[src/cfc_defs.vh]
// Contract
// - A configuration with any unacceptable parameter is rejected with general status 0x0009 and an extended code naming the error.
// - Module-wide errors report 0x0002 for a bad filter, 0x0003 for a bad sample period and 0x0004 for a bad handling time.
// - Each channel owns a block of codes starting at 0x0005 plus sixteen per channel, whose first code flags a process alarm latch left enabled.
// - Base plus one flags a rate alarm latch left enabled, plus two a bad input range, plus four a bad rate alarm setting.
// - Base plus three flags a digital filter longer than twice the sample period.
// - Base plus six flags low signal limit at or above high limit, base plus five a signal out of range.
// - Base plus eight flags equal high and low engineering values, base plus seven a calibration bias that is not a number.
// - Base plus nine flags a bad digital communication rate.
// - Base plus ten flags a bad high or low alarm, eleven a bad low-low, twelve a bad high-high limit.
// - Base plus thirteen flags a bad alarm deadband.
`ifndef CFC_DEFS_VH
`define CFC_DEFS_VH
`define CFC_STAT_OK 16'h0000
`define CFC_STAT_PARAM_ERR 16'h0009
`define CFC_CODE_NONE 16'h0000
`define CFC_CODE_FILTER 16'h0002
`define CFC_CODE_SAMPLE 16'h0003
`define CFC_CODE_HANDLE 16'h0004
`define CFC_CH_BASE0 16'h0005
`define CFC_CH_STRIDE 16'h0010
`define CFC_NUM_CH 8
`define CFC_NUM_CHK 14
`define CFC_CHK_W 4
// Check offsets inside a channel block
`define CFC_OFS_PA_LATCH 0
`define CFC_OFS_RA_LATCH 1
`define CFC_OFS_RANGE 2
`define CFC_OFS_FILT2X 3
`define CFC_OFS_RATE_ALM 4
`define CFC_OFS_SIG_OOR 5
`define CFC_OFS_LO_GE_HI 6
`define CFC_OFS_BIAS_NAN 7
`define CFC_OFS_ENG_EQ 8
`define CFC_OFS_COMM_RATE 9
`define CFC_OFS_HL_ALM 10
`define CFC_OFS_LL_ALM 11
`define CFC_OFS_HH_ALM 12
`define CFC_OFS_DEADBAND 13
// Pipeline states
`define CFC_ST_IDLE 2'h0
`define CFC_ST_EVAL 2'h1
`define CFC_ST_DONE 2'h2
`endif

[src/cfc_config_fault_coder.v]
`timescale 1ns/10ps
`default_nettype none
`include "cfc_defs.vh"
// Checks a submitted configuration and reports the first fault found
module cfc_config_fault_coder #(
  parameter FILT_W = 16
)
(
  input wire i_sys_clk,
  input wire i_nrst,
  input wire i_cfg_valid,
  input wire i_filter_bad,
  input wire i_sample_bad,
  input wire i_handle_bad,
  input wire [`CFC_NUM_CH*`CFC_NUM_CHK-1:0] i_ch_flags,
  input wire [`CFC_NUM_CH*FILT_W-1:0] i_ch_dig_filter,
  input wire [FILT_W-1:0] i_sample_period,
  output reg o_done,
  output reg o_accepted,
  output reg o_rejected,
  output reg [15:0] o_gen_status,
  output reg [15:0] o_ext_code
);
  reg rst_meta_ff;
  reg rst_sync_ff;
  wire rst_n;
  wire [`CFC_NUM_CH-1:0] ch_fail;
  wire [`CFC_NUM_CH*`CFC_CHK_W-1:0] ch_ofs;
  reg [15:0] nxt_code;
  reg nxt_bad;
  integer c;
  genvar g;

  // Reset asserts at once, releases through two flops to avoid metastable release
  always @(posedge i_sys_clk or negedge i_nrst)
  begin
    if (!i_nrst)
    begin
      rst_meta_ff <= 1'b0;
      rst_sync_ff <= 1'b0;
    end
    else
    begin
      rst_meta_ff <= 1'b1;
      rst_sync_ff <= rst_meta_ff;
    end
  end
  assign rst_n = rst_sync_ff;

  // One checker per channel
  generate
    for (g = 0; g < `CFC_NUM_CH; g = g + 1)
    begin : g_ch
      cfc_chan_check #(
        .FILT_W(FILT_W)
      ) u_chk (
        .i_flags(i_ch_flags[g*`CFC_NUM_CHK +: `CFC_NUM_CHK]),
        .i_dig_filter(i_ch_dig_filter[g*FILT_W +: FILT_W]),
        .i_sample_period(i_sample_period),
        .o_fail(ch_fail[g]),
        .o_ofs(ch_ofs[g*`CFC_CHK_W +: `CFC_CHK_W])
      );
    end
  endgenerate

  // Priority encode: module-wide first, then lowest channel
  always @*
  begin
    nxt_bad = 1'b1;
    nxt_code = `CFC_CODE_NONE;
    if (i_filter_bad)
    begin
      nxt_code = `CFC_CODE_FILTER;
    end
    else if (i_sample_bad)
    begin
      nxt_code = `CFC_CODE_SAMPLE;
    end
    else if (i_handle_bad)
    begin
      nxt_code = `CFC_CODE_HANDLE;
    end
    else
    begin
      nxt_bad = |ch_fail;
      for (c = `CFC_NUM_CH - 1; c >= 0; c = c - 1)
      begin
        if (ch_fail[c])
        begin
          // Base 0x0005 plus sixteen per channel plus the check offset
          nxt_code = `CFC_CH_BASE0 + (c[15:0] << 4)
            + {12'h000, ch_ofs[c*`CFC_CHK_W +: `CFC_CHK_W]};
        end
      end
    end
  end

  // Result registered on each request and held until the next one
  always @(posedge i_sys_clk or negedge rst_n)
  begin
    if (!rst_n)
    begin
      o_done <= 1'b0;
      o_accepted <= 1'b0;
      o_rejected <= 1'b0;
      o_gen_status <= `CFC_STAT_OK;
      o_ext_code <= `CFC_CODE_NONE;
    end
    else
    begin
      o_done <= i_cfg_valid;
      if (i_cfg_valid)
      begin
        o_accepted <= ~nxt_bad;
        o_rejected <= nxt_bad;
        o_gen_status <= nxt_bad ? `CFC_STAT_PARAM_ERR : `CFC_STAT_OK;
        o_ext_code <= nxt_bad ? nxt_code : `CFC_CODE_NONE;
      end
    end
  end
endmodule // cfc_config_fault_coder
`default_nettype wire

[src/cfc_chan_check.v]
`timescale 1ns/10ps
`default_nettype none
`include "cfc_defs.vh"
// One channel: folds per-channel fault flags into the lowest failing offset
module cfc_chan_check #(
  parameter FILT_W = 16
)
(
  input wire [`CFC_NUM_CHK-1:0] i_flags,
  input wire [FILT_W-1:0] i_dig_filter,
  input wire [FILT_W-1:0] i_sample_period,
  output reg o_fail,
  output reg [`CFC_CHK_W-1:0] o_ofs
);
  reg [`CFC_NUM_CHK-1:0] all_flags;
  reg filt_over;
  integer k;
  // Filter compared with twice the period; one extra bit keeps the doubling exact
  always @*
  begin
    filt_over = ({1'b0, i_dig_filter} > {i_sample_period, 1'b0});
    all_flags = i_flags;
    all_flags[`CFC_OFS_FILT2X] = i_flags[`CFC_OFS_FILT2X] | filt_over;
    o_fail = |all_flags;
    o_ofs = {`CFC_CHK_W{1'b0}};
    // Descending scan so the lowest offset wins
    for (k = `CFC_NUM_CHK - 1; k >= 0; k = k - 1)
    begin
      if (all_flags[k])
      begin
        o_ofs = k[`CFC_CHK_W-1:0];
      end
    end
  end
endmodule // cfc_chan_check
`default_nettype wire

[config.mk]
export PLATFORM = sky130hd
export DESIGN_NAME = cfc_config_fault_coder
export DESIGN_NICKNAME = d
export VERILOG_FILES = /design/src/cfc_config_fault_coder.v /design/src/cfc_chan_check.v
export VERILOG_INCLUDE_DIRS = /design/src
export SDC_FILE = /design/constraint.sdc
export NUM_CORES = 1
export LEC_CHECK = 0
export ABC_AREA = 1
export BUFFER_PORTS_ARGS = -buffer_cell sky130_fd_sc_hd__buf_2
export CORE_ASPECT_RATIO = 1.25
export CORE_MARGIN = 1
export CORE_UTILIZATION = 40
export CTS_BUF_LIST = sky130_fd_sc_hd__clkbuf_16
export DETAILED_ROUTE_END_ITERATION = 10
export GPL_TIMING_DRIVEN = 0
export PLACE_DENSITY = 0.71
export SKIP_LAST_GASP = 1
export SLEW_MARGIN = 20
export SYNTH_ARGS = -nofsm -noshare
export SYNTH_HDL_FRONTEND = slang
export SYNTH_SLANG_ARGS = --single-unit
[constraint.sdc]
create_clock -name i_sys_clk -period 1 [get_ports i_sys_clk]
set_clock_uncertainty 0.1 [all_clocks]
set_input_delay 0.2 -clock i_sys_clk [delete_from_list [all_inputs] [get_ports i_sys_clk]]
set_output_delay 0.2 -clock i_sys_clk [all_outputs]
set_load 0.01 [all_outputs]
==> results.md <==
* Die height at 140 um
* CP Class: input pin to flop
* Synth top area share at 26.4%
* Maximum clock path buffer count at 2
* CP arrival at 2.91 ns
* Layout cells sized above 1 at 43.7%
* Final setup vio count at 23
* Nets at 1841
* DR vias/cell at 5.20
* Placer Congestion at 0.956
* Layout area overhead at 66.6%
* Iteration-0 DRC Markers at 334
* Area of the multi-input gates at 6150 um^2
* Max FO, Critical Path at 3
* Slew @ Worst Pin at 0.982 ns
* Hold Path Class: input pin to flop
* Most Frequent Cell on Critical Path: nand2_1
* Pre-antenna DRT Iters at 5
* Slack of the critical path at -1.88 ns
* TritonCTS clock tree: built
* Fin Setup TNS at -18.53 ns
* Synth top cells by count: 271 x nand2_1, 187 x inv_1, 129 x ha_1
* Critical path endpoint category: flop
* Initial Util at 40.8%
* EDFF count, synth at 0
* Post-Synthesis Cells at 1059
* WP data required at 1.03 ns
* DRC at 0
* DP HPWL at 19.1 mm
* Slew margin rel. at 33.9%
* Vias in the first global route at 8298
* Core ar. at 15000 um^2
* Avg Cell Area, Syn at 5.76 um^2
* Die Wd at 112 um
* Share of flip-flops with an asynchronous set or reset at 100%
* Crit-path slowest cell: ha_4
* CTS sink cnt at 13
* Slew Viols, Final at 0
* All-Layer GR Usage at 30.3%
* First-pass GRT wire length at 37.9 mm
* H-tree Lvls at 1
* Post-synth top area cell: ha_1
* Status: finished with violations
* Synth area leaders: ha_1 26%, nand2_1 17%, inv_1 12%
* Place WS at -2.43 ns
* Total Wirelength at 25.6 mm
* RSZ-0062 raised after global routing: yes
* Number of I/O port buffers at 274
* FMAX at 0.347 GHz
* Largest net degree at the start of global routing at 12
* Slowest cell delay on critical path at 0.26 ns
* #FFs+latches synth at 13
* Initial antenna violation count at 9
* Worst path top cell family by delay: simple AND/OR/NAND/NOR gates
* Vias at 8536
* Post-synth top flop: dfrtp_1
* YS warnings at 0
* Drt wl/cell at 15.6 um
* Final Critical Period at 2.88 ns
* CP bufs+invs at 5
* Worst-skew pair later-pin latency at 0.24 ns
* Ports at 297
* Fillers at 1254
* Seq/Total Area, Yosys at 5.33%
* Most common cell in the netlist: nand2_1
* Fin crit share at 288%
* Hold Fails Final Rpt at 0
* Critical Path Start Type: input pin
* Global route total overflow at 0
* Die Area at 15800 um^2
* Failing checks: negative setup slack
* Pwr Density at 507 nW/um^2
* Cts bufs inserted at 3
* Total of max-cap violations at 0
* CTS Root Cell: clkbuf_16
* CTS clk-pin slew, worst paths at 0.04 ns
* Yosys cell types at 47
* Tot Pwr at 5.15 mW
* LEAKAGE at 5.35 nW
* Max IR drop VDD at 0.000389 V
* Row count at 50
* DRT antenna net count at 0
* Post-Syn Area at 6100 um^2
* CP cell instances: buf_6 -> clkinvlp_4 -> buf_6 -> buf_6 -> ha_4 -> nand4_1 -> nor3_2 -> nand4_1 -> nand2_2 -> nand2_4 -> a21oi_2 -> nand2_1 -> nand2_2 -> inv_1 -> ha_2 -> o21a_1 -> nand3_1 -> nand2_1 -> nand2_2 -> nand2_1 -> nand2_1 -> nand2_1 -> nand2_1 -> nand2_1
* Seq. cell area at 325 um^2
worst reg2reg max path: stages (launching register included):
cell and delay (ns):
dfrtp_1 0.37, buf_4 0.13, buf_4 0.12, nand2_1 0.08
nand2_1 0.06
cell usage in the layout, fill, tap and decap left out, types with 6 or more instances in the layout:
master      synthesis  final
buf_4              24     80
o21ai_1             8     20
a21oi_1            80     59
a21oi_2             2     23
ha_1              129     71
nand2_1           271    224
buf_2               0    260
diode_2             0      9
nand2_2             8     47
nor2_2              5      8
clkinvlp_4          0     14
dfrtp_1            13     13
nor2_1            104     91
buf_6               1     37
o21ai_2             1      9
nor3_1             30     23
nor4_1              9      9
nand3_1            60     45
ha_4                0     56
nor2_4              1     11
nand4_1            21     21
inv_1             187    156
nand2_4             0      8
nand3_2             3     15
o21ai_0            42     21
conb_1              2     23
buf_12              0     10
o21bai_1            6      6
inv_2               9     25
repair_timing:
action / CTS / global route
hold endpoints to repair: 2 / 0
hold buffers: 1 / 0
gates resized for setup: 192 / 88
setup endpoints to repair: 23 / 23
buffers inserted: 74 / 19
pin swaps: 105 / 76
where the power goes:
group	total, mW	internal [mW]	switching [mW]
registers	0.570	0.551	0.0192
clock network	0.738	0.526	0.211
logic	3.84	1.82	2.02
logic make-up (layout without fill, tap and decap cells):
kind of cell / count (synthesis) / after routing / synth area share [%]
flops: 13 / 13 / 5.33
simple gates: 526 / 526 / 37.5
compound gates: 162 / 162 / 14.7
buf+inv: 223 / 592 / 15.4
fa+ha+maj: 129 / 129 / 26.4
xor+xnor: 4 / 4 / 0.574
other cells: 2 / 32 / 0.123
area by class of cell:
class                   count  area share, %
multi-input cells         844           60.5
diodes                      9          0.221
well taps                 182           2.24
flip-flops and latches     13           3.20
clock buffers               3          0.738
plain buffers              25           1.96
clock inverters             1         0.0369
repair buffers            365           23.2
inverters                 198           7.90
path summary, 6_finish.rpt:
| kind | to | cells past startpoint | slack (ns) | start |
|---|---|---|---|---|
| worst max-delay path | o_ext_code[1] | 24 | -1.88 | i_sample_period[13] |
| worst min-delay path | o_done | 1 | 0.04 | i_cfg_valid |
| worst max register to register | o_ext_code[4] | 4 | 0.03 | o_ext_code[4] |
| worst min register to register | o_ext_code[1] | 0 | 0.07 | rst_n |
| max in group asynchronous | o_ext_code[7] | 0 | 0.44 | rst_n |
| min in group asynchronous | o_ext_code[1] | 0 | 0.07 | rst_n |
stage by stage:
stage / util [%] / hold slack (ns) / cell area [um^2] / std cells
3_3_place_gp: 52.7 / -0.112 / 7880 / 1536
6_report: 68.0 / 0.0436 / 10200 / 1640
4_1_cts: 64.5 / 0.0433 / 9640 / 1613
2_1_floorplan: - / -0.196 / 6280 / 1080
5_1_grt: 68.0 / 0.0403 / 10200 / 1639
3_5_place_dp: 52.7 / -0.113 / 7880 / 1536
routing by layer:
layer  share of wire [%]  global-route usage, %  vias to the layer above
met2                  52                   57.5                      368
met5                   0                      0                        -
met3                 7.3                   6.01                      103
met1                  34                   29.3                     3833
li1                    -                      -                     4232
met4                 6.2                   20.4                        0
state kept, by name, indices dropped and copies added (netlist names):
register / flops
rst_n: 1
o_done: 1
o_gen_status: 1
rst_meta_ff: 1
o_accepted: 1
o_ext_code: 8
(Power assumes the default switching activity.)
